===== config.mk =====
export PLATFORM = sky130hd
export DESIGN_NAME = ivs_vector_select
export DESIGN_NICKNAME = d
export VERILOG_FILES = /design/src/shared/ivs_pkg.sv /design/src/ivs_arbiter.sv /design/src/ivs_vector_select.sv
export SDC_FILE = /design/constraint.sdc
export NUM_CORES = 1
export LEC_CHECK = 0
export ABC_AREA = 1
export BUFFER_PORTS_ARGS = -buffer_cell sky130_fd_sc_hd__buf_2
export CAP_MARGIN = 15
export CORE_AREA = 2 2 329 331
export CTS_CLUSTER_DIAMETER = 40
export DETAILED_ROUTE_END_ITERATION = 12
export DIE_AREA = 0 0 331 333
export HOLD_SLACK_MARGIN = 0.05
export PLACE_DENSITY = 0.36
export SLEW_MARGIN = 10
export SYNTH_ARGS = -nofsm -noshare
export SYNTH_HDL_FRONTEND = slang
export SYNTH_HIERARCHICAL = 1
export SYNTH_SLANG_ARGS = --single-unit

===== constraint.sdc =====
create_clock -name clock -period 155.3 [get_ports clock]
set_input_delay 7.765 -clock clock [delete_from_list [all_inputs] [get_ports clock]]
set_output_delay 7.765 -clock clock [all_outputs]
set_load 0.02 [all_outputs]

===== src/shared/ivs_pkg.sv =====
package ivs_pkg;

   // program memory address width and vector numbering
   localparam int unsigned ADDR_W        = 24;
   localparam int unsigned VEC_W         = 7;
   localparam int unsigned LEVEL_W       = 4;
   localparam int unsigned PRIO_W        = 3;
   localparam int unsigned NUM_TRAPS     = 8;
   localparam int unsigned NUM_IRQS      = 118;
   localparam int unsigned REG_W         = 16;
   localparam int unsigned FLAG_REGS     = 8;
   localparam int unsigned PRIO_REGS     = 30;
   localparam int unsigned PRIO_PER_REG  = 4;
   localparam int unsigned PRIO_STRIDE   = 4;

   // table layout
   localparam logic [23:0] RESET_ADDR    = 24'h000000;
   localparam logic [23:0] TRAP_BASE     = 24'h000004;
   localparam logic [23:0] TRAP_LAST     = 24'h000012;
   localparam logic [23:0] USER_BASE     = 24'h000014;
   localparam logic [23:0] ALT_OFFSET    = 24'h000100;
   localparam logic [23:0] ALT_TRAP_BASE = 24'h000104;

   // trap numbers
   localparam logic [6:0] TRAP_OSC_FAIL   = 7'h01;
   localparam logic [6:0] TRAP_ADDR_ERR   = 7'h02;
   localparam logic [6:0] TRAP_STACK_ERR  = 7'h03;
   localparam logic [6:0] TRAP_MATH_ERR   = 7'h04;

   // user vector numbers of named sources
   localparam logic [6:0] VEC_EXTERNAL_IRQ_ZERO     = 7'h00;
   localparam logic [6:0] VEC_SERIAL_ONE_RECEIVE    = 7'h0B;
   localparam logic [6:0] VEC_ANALOG_CONVERTER_ONE  = 7'h0D;
   localparam logic [6:0] VEC_NONVOLATILE_WRITE     = 7'h0F;
   localparam logic [6:0] VEC_SYNC_SERIAL_ONE_XFER  = 7'h10;
   localparam logic [6:0] VEC_SYNC_SERIAL_ONE_COLL  = 7'h11;
   localparam logic [6:0] VEC_INPUT_CHANGE_NOTIFY   = 7'h13;
   localparam logic [6:0] VEC_SERIAL_TWO_RECEIVE    = 7'h1E;
   localparam logic [6:0] VEC_CALENDAR_CLOCK        = 7'h3E;
   localparam logic [6:0] VEC_SUPPLY_LEVEL_DETECT   = 7'h48;
   localparam logic [6:0] VEC_LOW_POWER_WAKEUP      = 7'h50;

   // trap requests outrank every user level
   localparam logic [3:0] TRAP_LEVEL = 4'h8;

   typedef enum logic [1:0] {
      ST_BOOT  = 2'b00,
      ST_IDLE  = 2'b01,
      ST_FETCH = 2'b11
   } ivs_state_e;

   // vector fetch request towards the core
   typedef struct packed {
      logic        req;
      logic        is_trap;
      logic        alt;
      logic [6:0]  num;
      logic [3:0]  level;
      logic [23:0] addr;
   } ivs_fetch_s;

   // program counter load towards the core
   typedef struct packed {
      logic        load;
      logic        from_reset;
      logic [23:0] value;
   } ivs_pc_s;

endpackage


===== src/ivs_arbiter.sv =====
`timescale 1ns/1ps
`default_nettype none

module ivs_arbiter #(
   parameter int unsigned N      = 118,
   parameter int unsigned IDX_W  = 7,
   parameter int unsigned PRIO_W = 3
) (
   input  wire logic [N-1:0]             req,
   input  wire logic [N-1:0][PRIO_W-1:0] prio,
   output logic                          found,
   output logic [IDX_W-1:0]              index,
   output logic [PRIO_W-1:0]             level
);

   // scan from the top down; >= lets the lower vector win a tie
   always_comb begin
      found = 1'b0;
      index = '0;
      level = '0;
      for (int i = N - 1; i >= 0; i--) begin
         if (req[i] && (!found || prio[i] >= level)) begin
            found = 1'b1;
            index = IDX_W'(i);
            level = prio[i];
         end
      end
   end

endmodule

`default_nettype wire


===== src/ivs_vector_select.sv =====
`timescale 1ns/1ps
`default_nettype none

module ivs_vector_select #(
   parameter int unsigned NUM_IRQS  = ivs_pkg::NUM_IRQS,
   parameter int unsigned FLAG_REGS = ivs_pkg::FLAG_REGS,
   parameter int unsigned PRIO_REGS = ivs_pkg::PRIO_REGS
) (
   input  wire logic                                      clock,
   input  wire logic                                      rst_n,
   input  wire logic                                      ce,
   input  wire logic                                      alt_table_select,
   input  wire logic [ivs_pkg::NUM_TRAPS-1:0]             trap_req,
   input  wire logic [FLAG_REGS-1:0][ivs_pkg::REG_W-1:0]  irq_flag_regs,
   input  wire logic [FLAG_REGS-1:0][ivs_pkg::REG_W-1:0]  irq_enable_regs,
   input  wire logic [PRIO_REGS-1:0][ivs_pkg::REG_W-1:0]  irq_priority_regs,
   input  wire logic [ivs_pkg::LEVEL_W-1:0]               cpu_level,
   input  wire logic                                      entry_valid,
   input  wire logic [ivs_pkg::ADDR_W-1:0]                entry_data,
   output ivs_pkg::ivs_fetch_s                            fetch,
   output ivs_pkg::ivs_pc_s                               pc_out,
   output logic                                           taken
);

   // whole state of the block
   typedef struct packed {
      ivs_pkg::ivs_state_e state;
      ivs_pkg::ivs_fetch_s fetch;
      ivs_pkg::ivs_pc_s    pc;
      logic                taken;
   } ivs_regs_s;

   ivs_regs_s                                  r;
   ivs_regs_s                                  next_r;

   logic [NUM_IRQS-1:0]                        irq_pending;
   logic [NUM_IRQS-1:0][ivs_pkg::PRIO_W-1:0]   irq_prio;
   logic                                       user_found;
   logic [ivs_pkg::VEC_W-1:0]                  user_num;
   logic [ivs_pkg::PRIO_W-1:0]                 user_level;
   logic                                       trap_found;
   logic [ivs_pkg::VEC_W-1:0]                  trap_num;
   logic                                       user_eligible;

   // per-source unpack: flag and enable bit = vec mod 16 of reg vec/16,
   // priority field = bits 4*(vec mod 4)+2..+0 of reg vec/4
   genvar g;
   generate
      for (g = 0; g < NUM_IRQS; g++) begin : g_src
         localparam int unsigned FREG = g / ivs_pkg::REG_W;
         localparam int unsigned FBIT = g % ivs_pkg::REG_W;
         localparam int unsigned PREG = g / ivs_pkg::PRIO_PER_REG;
         localparam int unsigned PBIT = (g % ivs_pkg::PRIO_PER_REG) * ivs_pkg::PRIO_STRIDE;
         assign irq_prio[g]    = irq_priority_regs[PREG][PBIT +: ivs_pkg::PRIO_W];
         assign irq_pending[g] = irq_flag_regs[FREG][FBIT] && irq_enable_regs[FREG][FBIT];
      end
   endgenerate

   // choice by programmed priority among user sources; lower vector wins a tie
   ivs_arbiter #(
      .N      (NUM_IRQS),
      .IDX_W  (ivs_pkg::VEC_W),
      .PRIO_W (ivs_pkg::PRIO_W)
   ) u_arb (
      .req   (irq_pending),
      .prio  (irq_prio),
      .found (user_found),
      .index (user_num),
      .level (user_level)
   );

   // lowest trap number wins; reserved numbers still vector
   always_comb begin
      trap_found = 1'b0;
      trap_num   = '0;
      for (int t = ivs_pkg::NUM_TRAPS - 1; t >= 0; t--) begin
         if (trap_req[t]) begin
            trap_found = 1'b1;
            trap_num   = ivs_pkg::VEC_W'(t);
         end
      end
   end

   // user level 0 never interrupts; must exceed the core's level
   assign user_eligible = user_found && (user_level != '0)
                          && ({1'b0, user_level} > cpu_level);

   // table entry address of a chosen source
   function automatic logic [23:0] entry_addr(input logic is_trap,
                                              input logic [6:0] num,
                                              input logic alt);
      logic [23:0] base;
      base = is_trap ? ivs_pkg::TRAP_BASE : ivs_pkg::USER_BASE;
      base = base + {16'h0000, num, 1'b0};
      if (alt) begin
         base = base + ivs_pkg::ALT_OFFSET;
      end
      return base;
   endfunction

   // sequencer: boot load of zero, then select, fetch entry, load pc
   always_comb begin
      next_r          = r;
      next_r.pc.load  = 1'b0;
      next_r.taken    = 1'b0;
      unique case (r.state)
         ivs_pkg::ST_BOOT: begin
            // reset start: no lookup, straight to address zero
            next_r.pc.load       = 1'b1;
            next_r.pc.from_reset = 1'b1;
            next_r.pc.value      = ivs_pkg::RESET_ADDR;
            next_r.state         = ivs_pkg::ST_IDLE;
         end
         ivs_pkg::ST_IDLE: begin
            if (trap_found) begin
               next_r.fetch.req     = 1'b1;
               next_r.fetch.is_trap = 1'b1;
               next_r.fetch.alt     = alt_table_select;
               next_r.fetch.num     = trap_num;
               next_r.fetch.level   = ivs_pkg::TRAP_LEVEL;
               next_r.fetch.addr    = entry_addr(1'b1, trap_num, alt_table_select);
               next_r.taken         = 1'b1;
               next_r.state         = ivs_pkg::ST_FETCH;
            end else if (user_eligible) begin
               next_r.fetch.req     = 1'b1;
               next_r.fetch.is_trap = 1'b0;
               next_r.fetch.alt     = alt_table_select;
               next_r.fetch.num     = user_num;
               next_r.fetch.level   = {1'b0, user_level};
               next_r.fetch.addr    = entry_addr(1'b0, user_num, alt_table_select);
               next_r.taken         = 1'b1;
               next_r.state         = ivs_pkg::ST_FETCH;
            end
         end
         ivs_pkg::ST_FETCH: begin
            // entry word returned by the core is the handler start
            if (entry_valid) begin
               next_r.fetch.req     = 1'b0;
               next_r.pc.load       = 1'b1;
               next_r.pc.from_reset = 1'b0;
               next_r.pc.value      = entry_data;
               next_r.state         = ivs_pkg::ST_IDLE;
            end
         end
         default: begin
            next_r.state = ivs_pkg::ST_BOOT;
         end
      endcase
   end

   // state register: reset clears everything, ce freezes
   always_ff @(posedge clock) begin
      if (!rst_n) begin
         r       <= '0;
         r.state <= ivs_pkg::ST_BOOT;
      end else if (ce) begin
         r <= next_r;
      end
   end

   assign fetch  = r.fetch;
   assign pc_out = r.pc;
   assign taken  = r.taken;

endmodule

`default_nettype wire


==> impl_metrics.yaml, run 1 <==
status:
  status: "completed"
finish:
  synthToLayoutAreaGrowth_pct: 23.9
  final_nets: 5245
  drive_above_1_share_pct: 27.4
sta:
  fin_tns_setup_ns: 0
  finalHoldViolCount: 0
  worstMarginPinSlew_ns: 0.944
  clock-skew-final_ns: 0.00290
  timing.hold.ws_ns: 0.462
  timing.fmax_mhz: 7.31
  relSlewSlack_pct: 35.4
  grt_setup_unrepaired: "false"
  setup_violations: 0
  report.final.slew_viol_count: 0
  fin_crit_ns: 136.71
  finalCritPeriodShare_pct: 88.0
clocking:
  cts_root_buffer: "clkbuf_16"
  cts.sinks: 50
  clock_path_buffers: 2
  cts_setup_buffers: 0
  cts_hold_buffers: 0
  clk_latency_ns: 0.28
  cts.htree.levels: 2
  cts_tree: "yes"
  clk_pin_slew_ns: 0.06
  cts_buffers: 5
  cts_resized: 0
logic_synthesis:
  ys_seq_elements: 50
  synth.largest_area_cell: "nand2_1"
  async_flop_share_pct: 0
  synth_edf_count: 0
  synth-warning-count: 6
  synth_area_per_cell_um2: 5.53
  yosysSeqAreaShare_pct: 5.03
  yosysTopAreaCellShare_pct: 16.0
  synth.top_cells.by_area: "nand2_1 (16%), ha_1 (16%), inv_1 (14%)"
  netlist_instances: 3598
  synth.distinct_cells: 53
  mappedNetlistArea_um2: 19900
  synth_ff_type: "dfxtp_1"
global_route:
  grt_pass1_vias: 22400
  grt_first_pass_wirelength_um: 126000
  grt_overflow_total: 0
  grt_max_degree: 45
  grt_usage_pct: 14.7
  antenna_found_initial: 56
hold_path:
  hp-class: "reg2reg"
detailed_routing:
  vias_per_cell: 4.05
  wl_per_cell_um: 14.9
  drc_errors: 0
  ant_nets: 0
  drtIter0Drc: 756
  vias: 22800
  routed_wl_um: 84000
  drtPass1Iterations: 5
die:
  chipWidth_um: 331
  rows: 120
  io_pins: 842
  die_area_um2: 110000
  core_area_um2: 107000
  fp.dieH_um: 333
  start_util_pct: 18.7
setup_path:
  cp_slowest_cell: "o21ai_0"
  crit_path_max_incr_delay_ns: 0.49
  ff2ff_setup_slack_ns: 153.19
  r2r-end: "pc_out[11]"
  cpLargestDelayFamily: "simple AND/OR/NAND/NOR gates"
  reg2reg_depth: 6
  cp.depth: 1069
  critPathRequiredTime_ns: 155.48
  crit_top_cell: "nand2_1"
  worst_setup_path_end_kind: "flop"
  timing.rr.start: "r[65]"
  cp_num_buf_inv: 181
  cp-startpoint: "irq_flag_regs[117]"
  endpoint: "fetch[7]"
  startpoint_type: "input port"
  crit_path_max_fanout: 22
  crit_arrival_ns: 136.89
  crit_type: "in2reg"
placement:
  gp_routability_congestion: 0.835
  hpwl_um: 77800
  port_buffers: 680
job:
  drv_cap: 0
-- layout by cell type, fill, tap and decap left out, drive strengths merged, types with 3 or more instances in the layout --
cell type	n
a21oi	122
a221oi	4
nor2	183
dfxtp	50
ha	252
nand4	11
diode	11
nand2	1175
or3b	3
o21ai	360
o31ai	54
nand3	366
bufinv	7
or2	32
nor3	28
conb	15
o21a	8
o311ai	6
buf	681
a31oi	4
clkbuf	7
inv	809
nor4	12
and2	6
o2111ai	4
-- metrics by stage --
stage,instance area [µm²],setup slack (ns),cells,util (%)
after floorplan,19900,37.10,3612,-
after global placement,24500,17.02,5612,23.0
after detailed placement,24500,17.41,5612,23.0
after CTS,24600,17.27,5619,23.1
after global routing,24600,1.18,5622,23.1
final,24600,18.59,5630,23.1
-- how the worst min path moves through the flow --
stage / startpoint / to / slack [ns] / cells past startpoint
after floorplan: pc_out[24] / pc_out[24] / 0.44 / 2
after global placement: fetch[2] / fetch[2] / 0.45 / 2
after detailed placement: pc_out[24] / pc_out[24] / 0.46 / 2
after CTS: pc_out[24] / pc_out[24] / 0.47 / 2
after global routing: fetch[2] / fetch[2] / 0.50 / 2
final: pc_out[24] / pc_out[24] / 0.46 / 2
-- synthesized netlist by cell type, drive strengths merged, types with 3 or more instances --
library cell	instances
or2	32
inv	809
nor2	183
and2	6
nand4	11
o21a	8
nand3	366
a221oi	4
ha	252
clkbuf	4
or3b	3
dfxtp	50
bufinv	7
a21oi	122
o31ai	54
nor4	12
o311ai	6
nand2	1175
nor3	28
o21ai	360
o2111ai	4
a31oi	4
buf	80
-- sequential cells by signal, indices dropped and copies added (netlist names) --
signal and count:
fetch 21, pc_out 26, r 2, taken 1
-- cell families (layout without fill, tap and decap cells) --
family / count (synthesis) / after routing / share of synthesized area, %
buffers and inverters: 902 / 1506 / 19.2
AOI/OAI and AO/OA: 572 / 572 / 15.7
DFF: 50 / 50 / 5.03
and+or+nand+nor: 1821 / 1821 / 44.2
other: 1 / 26 / 0.0188
adders and majority gates: 252 / 252 / 15.8
-- cell type report --
type,count,area [µm²]
Tap cell,1403,1760
Fill cell,12700,82000
Clock buffer,7,133
Timing Repair Buffer,681,3410
Antenna cell,11,27.5
Multi-Input combinational cell,2660,15100
Inverter,818,3190
Sequential cell,50,1000
-- metal layers --
metal / track usage (%) / vias up / routed length (µm)
li1: - / 12600 / -
met1: 17.4 / 9555 / 35900
met5: 0 / - / 482
met4: 0.680 / 74 / 565
met3: 3.85 / 102 / 5830
met2: 27.4 / 460 / 41200
-- worst reg2reg max path: cells and delay by family (launching register included) --
| kind | cells | cell delay [ns] |
|---|---|---|
| and+or+nand+nor | 1 | 0.05 |
| buffers and inverters | 2 | 0.43 |
| adders and majority gates | 1 | 0.26 |
| AOI/OAI and AO/OA | 2 | 0.87 |
| DFF | 1 | 0.39 |
Power of run 1 is left out: the tool's default activity adds up to more than one toggle a clock period on the data nets, which glitch-free logic cannot reach.
==> run 2: changes to the inputs <==
- PLACE_DENSITY: 0.36 -> 0.42
- RECOVER_POWER: not set -> 50
==> impl_metrics.yaml, run 2 (synthesized netlist as in run 1, its figures left out) <==
sta:
  setup_violations: 0
  setup_slack_ns: 18.87
  fin_crit_ns: 136.43
  clock-skew-final_ns: 0.00696
  grt_setup_unrepaired: "false"
  worstMarginPinSlew_ns: 0.980
  relSlewSlack_pct: 34.0
  report.final.slew_viol_count: 0
  fin_tns_setup_ns: 0
  finalCritPeriodShare_pct: 87.8
  timing.fmax_mhz: 7.33
  finalHoldViolCount: 0
setup_path:
  crit_top_cell: "nand2_1"
  cp-startpoint: "irq_flag_regs[117]"
  reg2reg_depth: 6
  cp_slowest_cell: "o21ai_0"
  worst_setup_path_end_kind: "flop"
  critPathRequiredTime_ns: 155.49
  crit_path_max_incr_delay_ns: 0.62
  crit_path_max_fanout: 22
  startpoint_type: "input port"
  r2r-end: "pc_out[11]"
  crit_type: "in2reg"
  timing.rr.start: "r[65]"
  crit_arrival_ns: 136.62
  ff2ff_setup_slack_ns: 153.20
placement:
  gp_routability_congestion: 0.864
  hpwl_um: 76900
  dp_slack_ns: 17.64
  port_buffers: 680
clocking:
  cts_resized: 0
  cts_hold_buffers: 0
  cts_setup_buffers: 0
  cts_root_buffer: "clkbuf_16"
  cts.sinks: 50
  cts_buffers: 5
  clock_path_buffers: 2
  cts.htree.levels: 2
  clk_pin_slew_ns: 0.07
  cts_tree: "yes"
  clk_latency_ns: 0.29
die:
  fp.dieH_um: 333
  die_area_um2: 110000
  start_util_pct: 18.7
  core_area_um2: 107000
  io_pins: 842
  rows: 120
  chipWidth_um: 331
global_route:
  grt_busiest_layer: "met2"
  grt_use_met1_pct: 16.6
  grt_use_met3_pct: 3.78
  grtUsageMet2_pct: 26.9
  grt_overflow_total: 0
  grt_max_degree: 45
  grt_first_pass_wirelength_um: 124000
  antenna_found_initial: 60
  grt_pass1_vias: 22300
  grt_usage_pct: 14.4
finish:
  final_nets: 5245
  final_common_cell: "nand2_1"
  nFillCells: 12700
  synthToLayoutAreaGrowth_pct: 23.7
  most-common-layout-cells: "nand2_1 (848), inv_1 (746), buf_2 (630), nand3_1 (359), o21ai_0 (352)"
  largest_reg_flops: 26
  drive_above_1_share_pct: 26.3
detailed_routing:
  routed_wl_um: 83000
  vias: 23200
  vias_per_cell: 4.12
  ant_nets: 0
  drc_errors: 0
  drtIter0Drc: 738
  drtPass1Iterations: 5
  wl_per_cell_um: 14.7
hold_path:
  hold_start: "pc_out[24]"
  hp-class: "reg2reg"
  min_to: "pc_out[24]"
  min_path_cells: 2
status:
  status: "completed"
job:
  drv_cap: 0
## run 2: changes by cell type in the layout (fill, tap and decap cells not counted)
cell | before | now
buf_2 | 680 | 630
clkinv_4 | 0 | 1
diode_2 | 11 | 13
clkinvlp_4 | 0 | 1
clkbuf_1 | 2 | 50
clkinv_2 | 0 | 1
## run 2: worst max-delay path, delay by kind of cell
family,cells,cell delay (ns)
and+or+nand+nor,524,45.54
AOI/OAI and AO/OA,239,41.90
adders and majority gates,123,36.53
buffers and inverters,183,10.12
## run 2: metrics by stage
step / utilization, % / cell area [µm²] / std cells / hold WS (ns)
2_1_floorplan: - / 19900 / 3612 / 0.440
3_3_place_gp: 23.0 / 24500 / 5612 / 0.452
3_5_place_dp: 23.0 / 24500 / 5612 / 0.453
4_1_cts: 23.1 / 24600 / 5620 / 0.465
5_1_grt: 23.1 / 24600 / 5627 / 0.493
6_report: 23.1 / 24600 / 5633 / 0.467
## run 2: how the worst max path moves through the flow
stage | endpoint | slack [ns] | cells past startpoint
floorplan | fetch[8] | 37.10 | 1113
global placement | fetch[26] | 17.82 | 1113
detailed placement | fetch[7] | 17.64 | 1081
CTS | fetch[7] | 17.46 | 1069
global route | fetch[6] | 1.62 | 1068
finish | fetch[6] | 18.87 | 1069
## run 2: area by class of cell
type | instances | area [µm²] | area share [%]
Multi-Input combinational cell | 2660 | 15100 | 61.5
Tap cell | 1403 | 1760 | 7.14
Clock buffer | 5 | 125 | 0.509
Inverter | 818 | 3190 | 13.0
Antenna cell | 13 | 32.5 | 0.132
Timing Repair Buffer | 681 | 3350 | 13.6
Clock inverter | 3 | 21.3 | 0.0865
Sequential cell | 50 | 1000 | 4.07
## run 2: layer usage
metal	routed length, µm	part of all wire (%)	up-vias
li1	-	-	12600
met1	35000	42	9858
met2	40700	49	528
met3	5800	7.0	124
met4	985	1.2	80
met5	499	0.60	-
Power of run 2 is left out for the same reason.
==> run 3: changes to the inputs <==
==> constraint.sdc (replaced) <==
create_clock -name clock -period 176.2 [get_ports clock]
set_input_delay 8.81 -clock clock [delete_from_list [all_inputs] [get_ports clock]]
set_output_delay 8.81 -clock clock [all_outputs]
set_load 0.1 [all_outputs]
==> impl_metrics.yaml, run 3 (synthesized netlist as in run 1, its figures left out) <==
status:
  status: "complete, but fails checks"
  violations: "capacitance limit, slew limit"
clocking:
  cts_resized: 0
  cts.sinks: 50
  cts_tree: "yes"
  cts_buffers: 5
  clk_pin_slew_ns: 0.07
  clk_latency_ns: 0.29
  cts_hold_buffers: 0
  clock_path_buffers: 2
  cts_root_buffer: "clkbuf_16"
  cts_setup_buffers: 0
  cts.htree.levels: 2
finish:
  final_common_cell: "nand2_1"
  most-common-layout-cells: "nand2_1 (848), inv_1 (746), buf_2 (631), nand3_1 (359), o21ai_0 (352)"
  synthToLayoutAreaGrowth_pct: 23.7
  final_nets: 5245
  largest_reg_flops: 26
  stdcell_count: 5635
  multi_input_area_um2: 15100
  design_area_um2: 24600
  nFillCells: 12600
  regArea_um2: 1000
  drive_above_1_share_pct: 26.3
global_route:
  grt_pass1_vias: 22300
  grt_first_pass_wirelength_um: 124000
  grt_usage_pct: 14.4
  grt_overflow_total: 0
  grt_max_degree: 45
  antenna_found_initial: 60
detailed_routing:
  vias: 23200
  vias_per_cell: 4.12
  drtIter0Drc: 758
  drtPass1Iterations: 5
  wl_per_cell_um: 14.7
  drc_errors: 0
  ant_nets: 0
  routed_wl_um: 83100
placement:
  gp_routability_congestion: 0.864
  dpl.cell_count: 5612
  place_area_um2: 24500
  port_buffers: 680
  hpwl_um: 76900
setup_path:
  crit_path_max_fanout: 22
  cp_slowest_cell: "o21ai_0"
  r2r-end: "pc_out[20]"
  worst_setup_path_end_kind: "flop"
  cp_num_buf_inv: 180
  startpoint_type: "input port"
  timing.rr.start: "r[65]"
  crit_arrival_ns: 137.65
  cpLargestDelayFamily: "simple AND/OR/NAND/NOR gates"
  reg2reg_depth: 6
  ff2ff_setup_slack_ns: 174.11
  crit_type: "in2reg"
  crit_top_cell: "nand2_1"
  critPathRequiredTime_ns: 176.37
  crit_path_max_incr_delay_ns: 0.55
sta:
  fin_tns_setup_ns: 0
  finalCritPeriodShare_pct: 78.0
  relSlewSlack_pct: -24.9
  timing.fmax_mhz: 7.27
  fin_crit_ns: 137.47
  setup_violations: 0
  worstMarginPinSlew_ns: 1.87
  report.final.slew_viol_count: 45
  finalHoldViolCount: 0
  grt_setup_unrepaired: "false"
  clock-skew-final_ns: 0.00781
hold_path:
  hp-class: "reg2reg"
  min_to: "taken"
  min_path_cells: 2
  hold_start: "taken"
die:
  start_util_pct: 18.7
  rows: 120
  fp.dieH_um: 333
  core_area_um2: 107000
  io_pins: 842
  chipWidth_um: 331
  die_area_um2: 110000
job:
  drv_cap: 1
[run 3: worst max-delay path by stage]
stage	start	endpoint	slack [ns]	cells past startpoint
floorplan	irq_flag_regs[117]	fetch[8]	56.96	1113
global placement	irq_flag_regs[117]	fetch[26]	37.70	1113
detailed placement	irq_flag_regs[117]	fetch[26]	37.42	1081
CTS	irq_flag_regs[117]	fetch[26]	37.29	1069
global route	irq_enable_regs[117]	fetch[8]	21.27	1052
finish	irq_flag_regs[117]	fetch[7]	38.73	1053
[run 3: tightest hold or removal path, delay by kind of cell (launching register included)]
kind               cells  cell delay, ns
AOI/OAI and AO/OA      1            0.05
and+or+nand+nor        1            0.06
DFF                    1            0.31
[run 3: metal layers]
metal,share of wire (%),up-vias,GRT usage (%)
li1,-,12600,-
met1,43,9957,16.8
met2,49,511,26.8
met3,6.5,123,3.44
met4,1.5,74,1.94
met5,0.56,-,0
[run 3: stage by stage]
step | hold WS (ns) | utilization [%] | worst slack (ns)
2_1_floorplan | 0.440 | - | 56.96
3_3_place_gp | 0.452 | 23.0 | 37.70
3_5_place_dp | 0.456 | 23.0 | 37.42
4_1_cts | 0.467 | 23.1 | 37.29
5_1_grt | 0.496 | 23.1 | 21.27
6_report | 0.464 | 23.1 | 38.73
[run 3: area by class of cell]
type	count	area share, %
clock inverter	2	0.0559
inverter	818	13.0
timing repair buffer	681	13.6
sequential	50	4.07
tap	1403	7.14
antenna	16	0.163
clock buffer	5	0.509
multi-input combinational	2660	61.5
Power of run 3 is left out for the same reason.
